[config.mk]
export PLATFORM = sky130hd
export DESIGN_NAME = nand_interleave_host
export DESIGN_NICKNAME = d
export VERILOG_FILES = /design/src/nand_host_pkg.sv /design/src/nand_wait_timer.sv /design/src/nand_bus_cycle.sv /design/src/nand_interleave_host.sv
export SDC_FILE = /design/constraint.sdc
export NUM_CORES = 1
export LEC_CHECK = 0
export BUFFER_PORTS_ARGS = -buffer_cell sky130_fd_sc_hd__buf_4
export CAP_MARGIN = 20
export CORE_ASPECT_RATIO = 1.25
export CORE_UTILIZATION = 50
export DETAILED_ROUTE_END_ITERATION = 8
export PLACE_DENSITY = 0.7
export REMOVE_ABC_BUFFERS = 1
export SLEW_MARGIN = 20
export SYNTH_ARGS = -nofsm -noshare
export SYNTH_HDL_FRONTEND = slang
export SYNTH_SLANG_ARGS = --single-unit
[constraint.sdc]
create_clock -name clk_i -period 7 [get_ports clk_i]
set_input_delay 1.4 -clock clk_i [delete_from_list [all_inputs] [get_ports clk_i]]
set_output_delay 1.4 -clock clk_i [all_outputs]
set_load 0.02 [all_outputs]
[src/nand_host_pkg.sv]
/*
 Shared constants, types and the command step table of the NAND host
 sequencer. Assumes a 200 MHz system clock and a two-die flash target.
*/
// Overview of operation
// - Two-plane erase: 60h,addr,D1h then 60h,addr,D0h
// - Two planes need different plane bits
// - Idle die may start while another busy
// - Only listed array operations are interleaved
// - Die bit identical for both plane selections
// - Program series goes before read series
// - Unload read data before next 80h
// - Per-die status via 78h with die selected
// - Never issue 70h while interleaving dies
// - After setup commands wait for array ready
// - At most four partial programs per page
// - Scrambled area programmed once per page

package nand_host_pkg;

	// ------------------------------------------------------------
	// Clock and timing
	// ------------------------------------------------------------
	localparam int CLK_MHZ = 200;
	// Strobe timing in ns, rounded up to whole cycles
	localparam int CLE_SETUP_NS = 10;
	localparam int WE_LOW_NS = 10;
	localparam int WE_HIGH_NS = 7;
	localparam int WHR_NS = 60;
	localparam int REA_NS = 16;
	localparam int REH_NS = 7;
	localparam logic [3:0] SETUP_CYC = 4'((CLE_SETUP_NS * CLK_MHZ + 999) / 1000);
	localparam logic [3:0] WE_LOW_CYC = 4'((WE_LOW_NS * CLK_MHZ + 999) / 1000);
	localparam logic [3:0] WE_HIGH_CYC = 4'((WE_HIGH_NS * CLK_MHZ + 999) / 1000);
	localparam logic [3:0] WHR_CYC = 4'((WHR_NS * CLK_MHZ + 999) / 1000);
	localparam logic [3:0] REA_CYC = 4'((REA_NS * CLK_MHZ + 999) / 1000);
	localparam logic [3:0] REH_CYC = 4'((REH_NS * CLK_MHZ + 999) / 1000);
	// Plane queue busy and poll spacing in us
	localparam int PLANE_QUEUE_US = 1;
	localparam int POLL_GAP_US = 1;
	localparam logic [7:0] PLANE_QUEUE_CYC = 8'(PLANE_QUEUE_US * CLK_MHZ);
	localparam logic [7:0] POLL_GAP_CYC = 8'(POLL_GAP_US * CLK_MHZ);
	// Erase limits in ms
	localparam int ERASE_MS = 6;
	localparam int ERASE2_MS = 7;
	localparam int ERASE_MAX_CYC = ERASE_MS * 1000 * CLK_MHZ;
	localparam int ERASE2_MAX_CYC = ERASE2_MS * 1000 * CLK_MHZ;

	// ------------------------------------------------------------
	// Opcodes and status bits
	// ------------------------------------------------------------
	localparam logic [7:0] CMD_ERASE_SETUP = 8'h60;
	localparam logic [7:0] CMD_ERASE_QUEUE = 8'hd1;
	localparam logic [7:0] CMD_ERASE_GO = 8'hd0;
	localparam logic [7:0] CMD_RESET = 8'hff;
	localparam logic [7:0] CMD_DIE_STATUS = 8'h78;
	localparam int CACHE_READY_BIT = 6;
	localparam int ARRAY_READY_BIT = 5;
	localparam int PLANE_BIT = 6;
	localparam logic [7:0] RESET_STATUS = 8'h00;

	// ------------------------------------------------------------
	// Types
	// ------------------------------------------------------------
	typedef enum logic [1:0] {OP_ERASE, OP_ERASE2, OP_RESET, OP_STATUS} op_type;
	typedef enum logic [2:0] {K_CMD, K_ADDR, K_READ, K_QUEUE, K_END} kind_type;

	typedef struct packed {
		op_type op;
		logic die;
		logic [10:0] block_a;
		logic [10:0] block_b;
	} req_type;

	typedef struct packed {
		logic [1:0] ce_n;
		logic cle;
		logic ale;
		logic we_n;
		logic re_n;
		logic [7:0] dq;
		logic dq_drive_n;
	} nand_pins_type;

	typedef struct packed {
		kind_type kind;
		logic [7:0] data;
	} step_type;

	localparam nand_pins_type PINS_IDLE = '{ce_n: 2'h3, cle: 1'b0, ale: 1'b0,
		we_n: 1'b1, re_n: 1'b1, dq: 8'h00, dq_drive_n: 1'b1};

	// ------------------------------------------------------------
	// Step table
	// ------------------------------------------------------------
	// Row address byte for address cycle 1..3
	function automatic logic [7:0] row_byte(logic [17:0] r, logic [3:0] i);
		if (i == 4'h1)
			return r[7:0];
		else if (i == 4'h2)
			return r[15:8];
		else
			return {6'h00, r[17:16]};
	endfunction

	// One bus step of an operation
	// No program or page read is ever issued, so none is mixed or repeated
	function automatic step_type step_of(op_type op, logic [3:0] idx, logic [17:0] ra,
		logic [17:0] rb);
		step_type s;
		s = '{kind: K_END, data: 8'h00};
		case (op)
			OP_ERASE:
			begin
				if (idx == 4'h0) s = '{K_CMD, CMD_ERASE_SETUP};
				else if (idx < 4'h4) s = '{K_ADDR, row_byte(ra, idx)};
				else if (idx == 4'h4) s = '{K_CMD, CMD_ERASE_GO};
			end
			OP_ERASE2:
			begin
				if (idx == 4'h0) s = '{K_CMD, CMD_ERASE_SETUP};
				else if (idx < 4'h4) s = '{K_ADDR, row_byte(ra, idx)};
				else if (idx == 4'h4) s = '{K_CMD, CMD_ERASE_QUEUE};
				else if (idx == 4'h5) s = '{K_QUEUE, 8'h00};
				else if (idx == 4'h6) s = '{K_CMD, CMD_ERASE_SETUP};
				else if (idx < 4'ha) s = '{K_ADDR, row_byte(rb, idx - 4'h6)};
				else if (idx == 4'ha) s = '{K_CMD, CMD_ERASE_GO};
			end
			OP_RESET:
			begin
				if (idx == 4'h0) s = '{K_CMD, CMD_RESET};
			end
			default:
			begin
				if (idx == 4'h0) s = '{K_CMD, CMD_DIE_STATUS};
				else if (idx < 4'h4) s = '{K_ADDR, row_byte(ra, idx)};
				else if (idx == 4'h4) s = '{K_READ, 8'h00};
			end
		endcase
		return s;
	endfunction

endpackage

[src/nand_wait_timer.sv]
/*
 Loadable down counter used for busy waits and time-outs.
 Assumes a synchronous active-high reset.
*/
`timescale 1ns/1ps
`default_nettype none

module nand_wait_timer #(
	parameter int W = 8
) (
	input wire logic clk_i,
	input wire logic rst_i,
	input wire logic load_i,
	input wire logic [W-1:0] value_i,
	output logic expired_o
);
	// ------------------------------------------------------------
	// Counter
	// ------------------------------------------------------------
	logic [W-1:0] cnt_r; // Cycles left

	// Load wins, else count to zero
	always_ff @(posedge clk_i)
	begin
		if (rst_i)
			cnt_r <= '0;
		else if (load_i)
			cnt_r <= value_i;
		else if (cnt_r != '0)
			cnt_r <= cnt_r - 1'b1;
	end

	assign expired_o = (cnt_r == '0);

endmodule

`default_nettype wire

[src/nand_bus_cycle.sv]
/*
 One command, address or read cycle on the asynchronous NAND pins.
 Assumes a 200 MHz clock; data input is sampled synchronously.
*/
`timescale 1ns/1ps
`default_nettype none

module nand_bus_cycle (
	input wire logic clk_i,
	input wire logic rst_i,
	input wire logic start_i,
	input wire nand_host_pkg::kind_type kind_i,
	input wire logic [7:0] byte_i,
	input wire logic die_i,
	input wire logic session_i,
	input wire logic [7:0] dq_i,
	output logic done_o,
	output logic [7:0] rdata_o,
	output nand_host_pkg::nand_pins_type pins_o
);
	// ------------------------------------------------------------
	// State
	// ------------------------------------------------------------
	typedef enum logic [1:0] {E_IDLE, E_SETUP, E_STROBE, E_HOLD} eng_state_type;
	eng_state_type state_r, state_nxt; // Phase of the cycle
	logic [3:0] cnt_r, cnt_nxt; // Cycles left in phase
	logic read_r, read_nxt; // Cycle is a data read
	logic done_nxt;
	logic [7:0] rdata_nxt;
	nand_host_pkg::nand_pins_type pins_nxt;
	wire logic [1:0] ce_mask = die_i ? 2'h2 : 2'h1; // Chip enable of selected die
	wire logic phase_end = (cnt_r == 4'h1);

	// ------------------------------------------------------------
	// Phase sequencing
	// ------------------------------------------------------------
	always_comb
	begin
		state_nxt = state_r;
		cnt_nxt = cnt_r;
		read_nxt = read_r;
		done_nxt = 1'b0;
		rdata_nxt = rdata_o;
		pins_nxt = pins_o;
		pins_nxt.ce_n = session_i ? ~ce_mask : 2'h3;
		case (state_r)
			E_IDLE:
			begin
				// Latch CLE/ALE and data, strobe comes after setup
				if (start_i)
				begin
					state_nxt = E_SETUP;
					read_nxt = (kind_i == nand_host_pkg::K_READ);
					cnt_nxt = read_nxt ? nand_host_pkg::WHR_CYC : nand_host_pkg::SETUP_CYC;
					pins_nxt.cle = (kind_i == nand_host_pkg::K_CMD);
					pins_nxt.ale = (kind_i == nand_host_pkg::K_ADDR);
					pins_nxt.dq = byte_i;
					pins_nxt.dq_drive_n = read_nxt;
				end
			end
			E_SETUP:
			begin
				// Open the write or read strobe
				if (phase_end)
				begin
					state_nxt = E_STROBE;
					cnt_nxt = read_r ? nand_host_pkg::REA_CYC : nand_host_pkg::WE_LOW_CYC;
					pins_nxt.re_n = ~read_r;
					pins_nxt.we_n = read_r;
				end
				else
					cnt_nxt = cnt_r - 4'h1;
			end
			E_STROBE:
			begin
				// Close the strobe; read data is valid here
				if (phase_end)
				begin
					state_nxt = E_HOLD;
					cnt_nxt = read_r ? nand_host_pkg::REH_CYC : nand_host_pkg::WE_HIGH_CYC;
					if (read_r)
						rdata_nxt = dq_i;
					pins_nxt.re_n = 1'b1;
					pins_nxt.we_n = 1'b1;
				end
				else
					cnt_nxt = cnt_r - 4'h1;
			end
			E_HOLD:
			begin
				// Hold then release the bus
				if (phase_end)
				begin
					state_nxt = E_IDLE;
					done_nxt = 1'b1;
					pins_nxt.cle = 1'b0;
					pins_nxt.ale = 1'b0;
					pins_nxt.dq_drive_n = 1'b1;
				end
				else
					cnt_nxt = cnt_r - 4'h1;
			end
			default:
				state_nxt = E_IDLE;
		endcase
	end

	// ------------------------------------------------------------
	// Registers
	// ------------------------------------------------------------
	always_ff @(posedge clk_i)
	begin
		if (rst_i)
		begin
			state_r <= E_IDLE;
			cnt_r <= 4'h0;
			read_r <= 1'b0;
			done_o <= 1'b0;
			rdata_o <= 8'h00;
			pins_o <= nand_host_pkg::PINS_IDLE;
		end
		else
		begin
			state_r <= state_nxt;
			cnt_r <= cnt_nxt;
			read_r <= read_nxt;
			done_o <= done_nxt;
			rdata_o <= rdata_nxt;
			pins_o <= pins_nxt;
		end
	end

endmodule

`default_nettype wire

[src/nand_interleave_host.sv]
/*
 Host sequencer for erase, two-plane erase, reset and per-die status on
 a two-die NAND target. Tracks each die's busy state and polls the
 selected die with the enhanced status read before an erase reuses it.
 Assumes all inputs are synchronous to clk_i and the flash pins are
 joined to the target by the surrounding logic.
*/
`timescale 1ns/1ps
`default_nettype none

module nand_interleave_host #(
	parameter int TW = 21,
	parameter int ERASE_MAX_CYC = nand_host_pkg::ERASE_MAX_CYC,
	parameter int ERASE2_MAX_CYC = nand_host_pkg::ERASE2_MAX_CYC
) (
	input wire logic clk_i,
	input wire logic rst_i,
	input wire logic req_valid_i,
	input wire nand_host_pkg::req_type req_i,
	input wire logic [7:0] dq_i,
	input wire logic rb_n_i,
	output logic req_ready_o,
	output logic done_o,
	output logic error_o,
	output logic [7:0] status_o,
	output logic [1:0] die_busy_o,
	output logic all_ready_o,
	output nand_host_pkg::nand_pins_type pins_o
);
	// ------------------------------------------------------------
	// Declarations
	// ------------------------------------------------------------
	typedef enum logic [2:0] {S_IDLE, S_CHECK, S_STEP, S_WAIT, S_QUEUE, S_GAP} seq_state_type;

	seq_state_type state_r, state_nxt; // Sequencer state
	nand_host_pkg::req_type pend_r, pend_nxt; // Request in progress
	nand_host_pkg::op_type cur_op_r, cur_op_nxt; // Operation on the bus
	logic [3:0] step_r, step_nxt; // Step index within operation
	logic precheck_r, precheck_nxt; // Status poll guards a pending op
	logic poll_die_r, poll_die_nxt; // Die addressed by status read
	logic [1:0] busy_r, busy_nxt; // Die has array work running
	logic [1:0] two_r, two_nxt; // Die's last erase was two-plane
	logic blocked_r, blocked_nxt; // Setup command awaits array ready
	logic blocked_die_r, blocked_die_nxt; // Die that got the setup command
	logic [7:0] sr_nxt; // Last status byte
	logic start_r, start_nxt; // Start pulse to bus engine
	logic ready_nxt;
	logic done_nxt;
	logic err_nxt;
	logic tmo_load; // Start time-out
	logic gap_load; // Start short wait
	logic [7:0] gap_value;

	// ------------------------------------------------------------
	// Decode
	// ------------------------------------------------------------
	// Engine and timer outputs
	wire logic eng_done;
	wire logic [7:0] eng_rdata;
	wire logic gap_exp;
	wire logic tmo_exp;
	// Row address: die, block, page zero
	wire logic op_die = (cur_op_r == nand_host_pkg::OP_STATUS) ? poll_die_r : pend_r.die;
	wire logic [17:0] row_a = {op_die, pend_r.block_a, 6'h00};
	wire logic [17:0] row_b = {pend_r.die, pend_r.block_b, 6'h00};
	wire nand_host_pkg::step_type step = nand_host_pkg::step_of(cur_op_r, step_r, row_a, row_b);
	// Array operations that must find their die ready
	wire logic pend_array = (pend_r.op == nand_host_pkg::OP_ERASE) ||
		(pend_r.op == nand_host_pkg::OP_ERASE2);
	// Die to poll before issuing the pending op
	wire logic check_die = blocked_r ? blocked_die_r : pend_r.die;
	wire logic need_poll = pend_array && (blocked_r || busy_r[pend_r.die]);
	// Plane bits of a two-plane request must differ
	wire logic plane_clash = (req_i.op == nand_host_pkg::OP_ERASE2) &&
		(req_i.block_a[0] == req_i.block_b[0]);
	// Time-out length follows the die's last erase kind
	wire logic [TW-1:0] tmo_value = two_r[check_die] ? TW'(ERASE2_MAX_CYC) : TW'(ERASE_MAX_CYC);
	// Array-ready flag of the byte just read
	wire logic sr_ready = status_o[nand_host_pkg::ARRAY_READY_BIT];
	wire logic session = (state_nxt == S_STEP) || (state_nxt == S_WAIT) || (state_nxt == S_QUEUE);

	// ------------------------------------------------------------
	// Sequencer
	// ------------------------------------------------------------
	always_comb
	begin
		state_nxt = state_r;
		pend_nxt = pend_r;
		cur_op_nxt = cur_op_r;
		step_nxt = step_r;
		precheck_nxt = precheck_r;
		poll_die_nxt = poll_die_r;
		busy_nxt = busy_r;
		two_nxt = two_r;
		blocked_nxt = blocked_r;
		blocked_die_nxt = blocked_die_r;
		sr_nxt = status_o;
		start_nxt = 1'b0;
		done_nxt = 1'b0;
		err_nxt = 1'b0;
		tmo_load = 1'b0;
		gap_load = 1'b0;
		gap_value = nand_host_pkg::POLL_GAP_CYC;
		case (state_r)
			S_IDLE:
			begin
				// Take a request; a bad plane pair is refused at once
				if (req_valid_i && req_ready_o)
				begin
					if (plane_clash)
					begin
						err_nxt = 1'b1;
						done_nxt = 1'b1;
					end
					else
					begin
						pend_nxt = req_i;
						state_nxt = S_CHECK;
					end
				end
			end
			S_CHECK:
			begin
				// Poll first if the die or a setup command is pending
				step_nxt = 4'h0;
				state_nxt = S_STEP;
				if (need_poll)
				begin
					cur_op_nxt = nand_host_pkg::OP_STATUS;
					poll_die_nxt = check_die;
					precheck_nxt = 1'b1;
					tmo_load = 1'b1;
				end
				else
				begin
					// Other die may be busy: overlap is allowed
					cur_op_nxt = pend_r.op;
					poll_die_nxt = pend_r.die;
					precheck_nxt = 1'b0;
				end
			end
			S_STEP:
			begin
				case (step.kind)
					nand_host_pkg::K_QUEUE:
					begin
						// Plane queue busy before second plane
						gap_load = 1'b1;
						gap_value = nand_host_pkg::PLANE_QUEUE_CYC;
						state_nxt = S_QUEUE;
					end
					nand_host_pkg::K_END:
					begin
						if (cur_op_r == nand_host_pkg::OP_STATUS)
						begin
							// Ready die: clear its busy and its own block
							if (sr_ready)
							begin
								busy_nxt[poll_die_r] = 1'b0;
								if (blocked_die_r == poll_die_r)
									blocked_nxt = 1'b0;
							end
							if (!precheck_r)
							begin
								done_nxt = 1'b1;
								state_nxt = S_IDLE;
							end
							else if (sr_ready)
								state_nxt = S_CHECK;
							else if (tmo_exp)
							begin
								err_nxt = 1'b1;
								done_nxt = 1'b1;
								state_nxt = S_IDLE;
							end
							else
							begin
								gap_load = 1'b1;
								state_nxt = S_GAP;
							end
						end
						else
						begin
							// Launched: die now busy
							busy_nxt[pend_r.die] = 1'b1;
							if (cur_op_r == nand_host_pkg::OP_RESET)
							begin
								blocked_nxt = 1'b1;
								blocked_die_nxt = pend_r.die;
							end
							else
								two_nxt[pend_r.die] = (cur_op_r == nand_host_pkg::OP_ERASE2);
							done_nxt = 1'b1;
							state_nxt = S_IDLE;
						end
					end
					default:
					begin
						// Command, address or read cycle
						start_nxt = 1'b1;
						state_nxt = S_WAIT;
					end
				endcase
			end
			S_WAIT:
			begin
				// Wait for the bus cycle to finish
				if (eng_done)
				begin
					if (step.kind == nand_host_pkg::K_READ)
						sr_nxt = eng_rdata;
					step_nxt = step_r + 4'h1;
					state_nxt = S_STEP;
				end
			end
			S_QUEUE:
			begin
				// Second plane follows after the queue wait
				if (gap_exp)
				begin
					step_nxt = step_r + 4'h1;
					state_nxt = S_STEP;
				end
			end
			S_GAP:
			begin
				// Space successive status polls
				if (gap_exp)
				begin
					step_nxt = 4'h0;
					state_nxt = S_STEP;
				end
			end
			default:
				state_nxt = S_IDLE;
		endcase
		ready_nxt = (state_nxt == S_IDLE);
	end

	// ------------------------------------------------------------
	// Registers
	// ------------------------------------------------------------
	always_ff @(posedge clk_i)
	begin
		if (rst_i)
		begin
			state_r <= S_IDLE;
			pend_r <= '0;
			cur_op_r <= nand_host_pkg::OP_STATUS;
			step_r <= 4'h0;
			precheck_r <= 1'b0;
			poll_die_r <= 1'b0;
			two_r <= 2'h0;
			blocked_r <= 1'b0;
			blocked_die_r <= 1'b0;
			start_r <= 1'b0;
		end
		else
		begin
			state_r <= state_nxt;
			pend_r <= pend_nxt;
			cur_op_r <= cur_op_nxt;
			step_r <= step_nxt;
			precheck_r <= precheck_nxt;
			poll_die_r <= poll_die_nxt;
			two_r <= two_nxt;
			blocked_r <= blocked_nxt;
			blocked_die_r <= blocked_die_nxt;
			start_r <= start_nxt;
		end
	end

	// Outputs, all registered
	always_ff @(posedge clk_i)
	begin
		if (rst_i)
		begin
			req_ready_o <= 1'b0;
			done_o <= 1'b0;
			error_o <= 1'b0;
			status_o <= nand_host_pkg::RESET_STATUS;
			busy_r <= 2'h0;
			all_ready_o <= 1'b0;
		end
		else
		begin
			req_ready_o <= ready_nxt;
			done_o <= done_nxt;
			error_o <= err_nxt;
			status_o <= sr_nxt;
			busy_r <= busy_nxt;
			all_ready_o <= rb_n_i;
		end
	end

	assign die_busy_o = busy_r;

	// ------------------------------------------------------------
	// Bus engine and timers
	// ------------------------------------------------------------
	// Only 78h is used for status, never 70h
	nand_bus_cycle u_cycle (
		.clk_i(clk_i),
		.rst_i(rst_i),
		.start_i(start_r),
		.kind_i(step.kind),
		.byte_i(step.data),
		.die_i(op_die),
		.session_i(session),
		.dq_i(dq_i),
		.done_o(eng_done),
		.rdata_o(eng_rdata),
		.pins_o(pins_o)
	);

	// Plane queue wait and poll spacing
	nand_wait_timer #(.W(8)) u_gap (
		.clk_i(clk_i),
		.rst_i(rst_i),
		.load_i(gap_load),
		.value_i(gap_value),
		.expired_o(gap_exp)
	);

	// Longest wait for a die to become ready
	nand_wait_timer #(.W(TW)) u_tmo (
		.clk_i(clk_i),
		.rst_i(rst_i),
		.load_i(tmo_load),
		.value_i(tmo_value),
		.expired_o(tmo_exp)
	);

endmodule

`default_nettype wire

==> results of run 1 <==
## routing by layer
metal  vias up  wire [um]
li1       2505          -
met1      2376       6070
met2       126       6870
met3        28        548
met4         0        384
met5         -          0
## power groups by stage
| stage | combinational (mW) | sequential, mW | clock [mW] |
|---|---|---|---|
| CTS | 0.673 | 0.838 | 0.950 |
| global placement | 0.647 | 0.845 | 0 |
| detailed placement | 0.666 | 0.850 | 0 |
| global route | 0.756 | 0.852 | 0.982 |
| floorplan | 0.509 | 0.837 | 0 |
| finish | 0.672 | 0.839 | 0.940 |
## stage by stage
stage / cells / hold slack, ps / worst slack, ps / util
final: 876 / 464 / 3850 / 0.619
after detailed placement: 844 / 450 / 3420 / 0.561
after global routing: 876 / 491 / 3620 / 0.619
after CTS: 876 / 458 / 3830 / 0.619
after global placement: 844 / 442 / 3450 / 0.561
after floorplan: 643 / 426 / 3690 / -
## logic make-up (layout without fill, tap and decap cells)
group,after synthesis,count (layout),share of synthesized area
and+or+nand+nor,273,273,0.233
DFF,115,115,0.402
buffers and inverters,58,120,0.0393
AOI/OAI and AO/OA,145,145,0.170
muxes,50,50,0.0878
adders and majority gates,15,15,0.0328
xor gates and xnor gates,23,23,0.0352
## final cells by class
type                            instances  area (sq um)  share of cell area
Clock buffer                           18           439              0.0637
Clock inverter                         14           203              0.0294
Inverter                               22          82.6              0.0120
Multi-Input combinational cell        506          3200               0.465
Sequential cell                       115          2300               0.334
Tap cell                              135           169              0.0245
Timing Repair Buffer                   66           495              0.0719
## worst min-delay path, cell delays in order (launching register included)
cell     delay [ps]
dfxtp_1         310
nand2_1          50
a21oi_1          60
## sequential cells by signal, summed over array words and instances, names as in the netlist, 4 cells and up
signal           count
step_r               4
u_cycle.pins_o      15
pend_r              25
u_gap.cnt_r          8
u_cycle.cnt_r        4
status_o             8
u_tmo.cnt_r         21
u_cycle.rdata_o      8
## path summary, 6_finish.rpt
kind	startpoint	to	slack [ps]
min	precheck_r$_SDFFE_PP0P_	precheck_r$_SDFFE_PP0P_	460
max	rst_i	u_cycle.pins_o[14]$_SDFF_PP1_	3850
max reg2reg	step_r[2]$_SDFFE_PP0P_	status_o[6]$_SDFFE_PP0P_	3920
min reg2reg	precheck_r$_SDFFE_PP0P_	precheck_r$_SDFFE_PP0P_	460
## synth_stat cells, types with 4 or more instances
master    number
nand2_1       54
dfxtp_1      115
a211oi_1       7
a22oi_1        4
xnor2_1       12
and3_1         4
nor2b_1       19
buf_2          6
and2_1         6
a21oi_1       43
a21boi_0       5
nand3_1       11
nand2b_1      11
o32ai_1        4
nor4b_1        4
clkbuf_1      28
or4_1          6
mux2i_1       48
ha_1          15
o22ai_1        4
inv_1         20
xor2_1        11
nor4_1         5
o31ai_1        4
nor2_1       100
o21ai_0       22
nand4_1        4
or3_1          5
nor3_1        26
a31oi_1       11
o211ai_1       4
==> impl_metrics.ini, run 1 <==
[run_status]
status = finished, violations left
violations = DRC

[synthesis]
async_flop_share = 0
syn_inst = 679
yosysTopAreaCellShare = 0.402
synth_edf_count = 0
yosysUniqueCellTypes = 72
ys_seq_area_frac = 0.402
ys_seq_elements = 115
avgSynthCellArea_sq_um = 8.44
synthTopCellsByArea = dfxtp_1 40%, mux2i_1 8.4%, nor2_1 6.6%, a21oi_1 3.8%, nand2_1 3.5%
synth_area_sq_um = 5730
synth_ff_type = dfxtp_1
yosysWarnings = 0
synth_top_area_cell = dfxtp_1

[setup_path]
critical-path-top-delay-family = buffers and inverters
end_kind = flop
crit_path_start_kind = input port
crit_path_top_delay_cell = clkinv_1
slowest_delay_ps = 750
reg2regPathDepth = 6
path_class = input port to flop
crit_chain = buf_4 > clkinv_1 > nand2_1 > o32ai_1 > a31oi_1 > o31ai_1 > nand2_1
crit_path_frequent_cell = nand2_1
required_ps = 7360
crit_buf_inv = 2
cp.arrival_ps = 3510
path_max_fanout = 80
cp_num_cells = 7

[min_path]
hp-class = flop to flop
holdPathStages = 2

[route]
wirelength_mm = 13.9
num_vias = 5035
viasPerCell = 5.75
drc_errors = 4
drtAntennaViolNets = 0
drt_pre_antenna_iters = 7
wl_per_cell_um = 15.8
first_iter_violations = 268

[timing]
relSlewSlack = 0.435
hold_viol = 0
drv_slew = 0
setup_viol_count_final = 0
worst-slew-pin-transition_ps = 846
tns_ps = 0
fin_crit_ps = 3150
min_period_over_period = 0.450
finalClockSkew_ps = 6.51
clock.fmax_mhz = 317
grt_setup_unrepaired = no

[cts]
h-tree-depth = 4
clock-root-buffer = clkbuf_16
clkSinkCount = 115
clk_latency_ps = 410
postCtsSetupBuffers = 0
clockBufferDepth = 2
cts_hold_buffers = 0
post_cts_resized = 0
numCtsBuffers = 17
cts_tree = yes
clkTransAtPathRegs_ps = 60

[global_routing]
use_met1 = 0.293
grtUsageTotal = 0.249
grt_pass1_wl_mm = 23.7
grt_pass1_vias = 4980
antenna_found_initial = 0
grt-busiest-layer = met2
grt_overflow = 0
grt_use_met2 = 0.436
met3_usage = 0.0539
grt_max_degree = 81

[power]
p_leak_nw = 2.75
pwr-share-clk = 0.383
cellPowerDensity_nw_per_um2 = 355
p_comb_frac = 0.274
sw_frac_of_total = 0.332
p_int_mw = 1.64
power.total_mw = 2.45
vdd_drop_max_mv = 0.213
p_sw_mw = 0.813
seqPwrFrac = 0.343

[finish]
syn_to_final_growth_pct = 20.3
fin_nets = 780
diodes = 0
drive_above_1_share = 0.155
final_cell_mix = 115 x dfxtp_1, 100 x nor2_1, 66 x buf_4
fill_cells = 940
fin_area_sq_um = 6890
layout_commonest_cell = dfxtp_1

[floorplan]
die_h_um = 122
std_cell_rows = 43
initial_core_util = 0.514
design.core.area_sq_um = 11100
die_width_um = 97.7
ioPinCount = 66
design.die.area_sq_um = 11900

[job]
drv_cap = 0

[place]
placed_cell_area_sq_um = 6250
place_hpwl_mm = 9.59
io_buffer_count = 65
gp_congestion = 0.928
Note: power is estimated with default switching activity, not from simulation.
==> run 2, diff against run 1 <==
--- a/config.mk
+++ b/config.mk
@@ -10,7 +10,7 @@
 export CORE_ASPECT_RATIO = 1.25
 export CORE_UTILIZATION = 50
 export DETAILED_ROUTE_END_ITERATION = 8
-export PLACE_DENSITY = 0.7
+export PLACE_DENSITY = 0.73
 export REMOVE_ABC_BUFFERS = 1
 export SLEW_MARGIN = 20
 export SYNTH_ARGS = -nofsm -noshare
==> constraint.sdc (replaced) <==
create_clock -name clk_i -period 2.7 [get_ports clk_i]
set_input_delay 0.54 -clock clk_i [delete_from_list [all_inputs] [get_ports clk_i]]
set_output_delay 0.54 -clock clk_i [all_outputs]
set_load 0.02 [all_outputs]
==> run 2 against run 1 <==
Net effect: clock power increased by 140%; clock skew increased by 3.0 ps; the flow still finishes with violations (DRC); combinational power increased to 2.7 times the previous value; worst setup slack got worse by 3700 ps; critical path depth decreased by 1; sequential cell count unchanged; final area increased by 2.0%; non-clock buffer count increased by 21.
==> impl_metrics.ini, run 2 (same netlist as run 1, synthesis figures left out) <==
[timing]
finalWorstSetupSlack_ps = 178
setup_viol_count_final = 0
clock.fmax_mhz = 396
hold_ws_ps = 336
finalClockSkew_ps = 9.47
min_period_over_period = 0.934
drv_slew = 0
worst-slew-pin-transition_ps = 633
fin_crit_ps = 2520
relSlewSlack = 0.576
tns_ps = 0
hold_viol = 0
grt_setup_unrepaired = no

[power]
cellPowerDensity_nw_per_um2 = 890
pwr-share-clk = 0.364
sw_frac_of_total = 0.328
seqPwrFrac = 0.348
vdd_drop_max_mv = 0.440
p_comb_frac = 0.289
p_leak_nw = 2.85
p_int_mw = 4.21
p_sw_mw = 2.05

[min_path]
holdPathStages = 2
hold_end = all_ready_o$_SDFF_PP0_
hp-class = input port to flop
min_from = rb_n_i

[cts]
numCtsBuffers = 17
clock-root-buffer = clkbuf_16
h-tree-depth = 4
post_cts_resized = 0
clockBufferDepth = 2
postCtsSetupBuffers = 0
clkSinkCount = 115
clk_latency_ps = 420
cts_tree = yes
clkTransAtPathRegs_ps = 50
cts_hold_buffers = 0

[finish]
layout_commonest_cell = dfxtp_1
diodes = 0
top_register = pend_r
final_cell_mix = 115 x dfxtp_1, 100 x nor2_1, 87 x buf_4
largest_reg_flops = 25
top_regs = pend_r (25), u_tmo.cnt_r (21), u_cycle.pins_o (15)
fin_nets = 801
syn_to_final_growth_pct = 22.8
layout.cells.non_filler = 896
drive_above_1_share = 0.183

[run_status]
status = finished, violations left
violations = DRC

[global_routing]
antenna_found_initial = 0
grt_overflow = 0
grt_pass1_vias = 5215
grt_pass1_wl_mm = 24.6
grtUsageTotal = 0.260
grt_max_degree = 52

[floorplan]
die_h_um = 122
initial_core_util = 0.514
design.core.area_sq_um = 11100
std_cell_rows = 43
design.die.area_sq_um = 11900
die_width_um = 97.7
ioPinCount = 66

[setup_path]
crit_path_start_kind = flop
rrSetupSlack_ps = 180
path_class = flop to flop
end_kind = flop
cp.arrival_ps = 2810
path_max_fanout = 8
reg2regPathDepth = 6
timing.rr.end = u_tmo.cnt_r[10]$_SDFFE_PP0P_
required_ps = 2990
timing.rr.start = u_tmo.cnt_r[3]$_SDFFE_PP0P_

[route]
drt_pre_antenna_iters = 8
wirelength_mm = 14.7
first_iter_violations = 340
num_vias = 5260
drtAntennaViolNets = 0
drc_errors = 4
viasPerCell = 5.87
wl_per_cell_um = 16.5

[place]
io_buffer_count = 65
dp.cells = 865
place_hpwl_mm = 10.4
dp_slack_ps = 149
gp_congestion = 0.921

[job]
drv_cap = 0
==> run 2: cell types whose count changed in the layout (fill, tap and decap cells not counted), moves of 2 or more <==
cell      previous run  this run
buf_4               66        87
clkinv_2             1         5
inv_6                2         0
clkbuf_8             1         3
clkinv_4             3         1
==> run 2: layout make-up <==
class | count | area (sq um)
fillers | 952 | 4100
multi-input cells | 506 | 3220
flip-flops and latches | 115 | 2300
repair buffers | 87 | 653
clock buffers | 21 | 470
well taps | 135 | 169
clock inverters | 10 | 131
inverters | 22 | 86.3
==> run 2: power groups by stage <==
stage / clock network [mW] / logic (mW) / registers (mW)
after floorplan: 0 / 1.32 / 2.17
after global placement: 0 / 1.71 / 2.18
after detailed placement: 0 / 1.78 / 2.20
after CTS: 2.30 / 1.80 / 2.17
after global routing: 2.38 / 2.04 / 2.21
final: 2.28 / 1.81 / 2.18
==> run 2: how the worst max path moves through the flow <==
stage,startpoint,to,slack (ps),cells past startpoint
floorplan,req_ready_o$_SDFF_PP0_,step_r[2]$_SDFFE_PP0P_,230,6
global placement,u_tmo.cnt_r[3]$_SDFFE_PP0P_,u_tmo.cnt_r[15]$_SDFFE_PP0P_,230,6
detailed placement,step_r[1]$_SDFFE_PP0P_,u_cycle.pins_o[12]$_SDFFE_PP0P_,150,8
CTS,u_tmo.cnt_r[3]$_SDFFE_PP0P_,u_tmo.cnt_r[15]$_SDFFE_PP0P_,120,6
global route,step_r[0]$_SDFFE_PP0P_,two_r[0]$_SDFFE_PP0P_,2,8
finish,u_tmo.cnt_r[3]$_SDFFE_PP0P_,u_tmo.cnt_r[10]$_SDFFE_PP0P_,180,6
==> run 2: metal layers <==
metal	GRT usage	wire (um)
met1	0.306	6190
met2	0.449	7340
met3	0.0522	831
met4	0.134	375
met5	0	0
==> run 2: critical path, stage by stage (launching register included) <==
cell and delay [ps]:
dfxtp_1 350, or4_1 660, or4_4 590, or2_0 380, nand4b_1 190, xor2_1 150, a21oi_1 70
==> run 2: stage by stage <==
stage	utilization	area [sq um]	power (mW)
floorplan	-	5590	3.49
global placement	0.575	6410	3.89
detailed placement	0.575	6410	3.98
CTS	0.629	7010	6.27
global route	0.632	7030	6.63
finish	0.632	7030	6.26
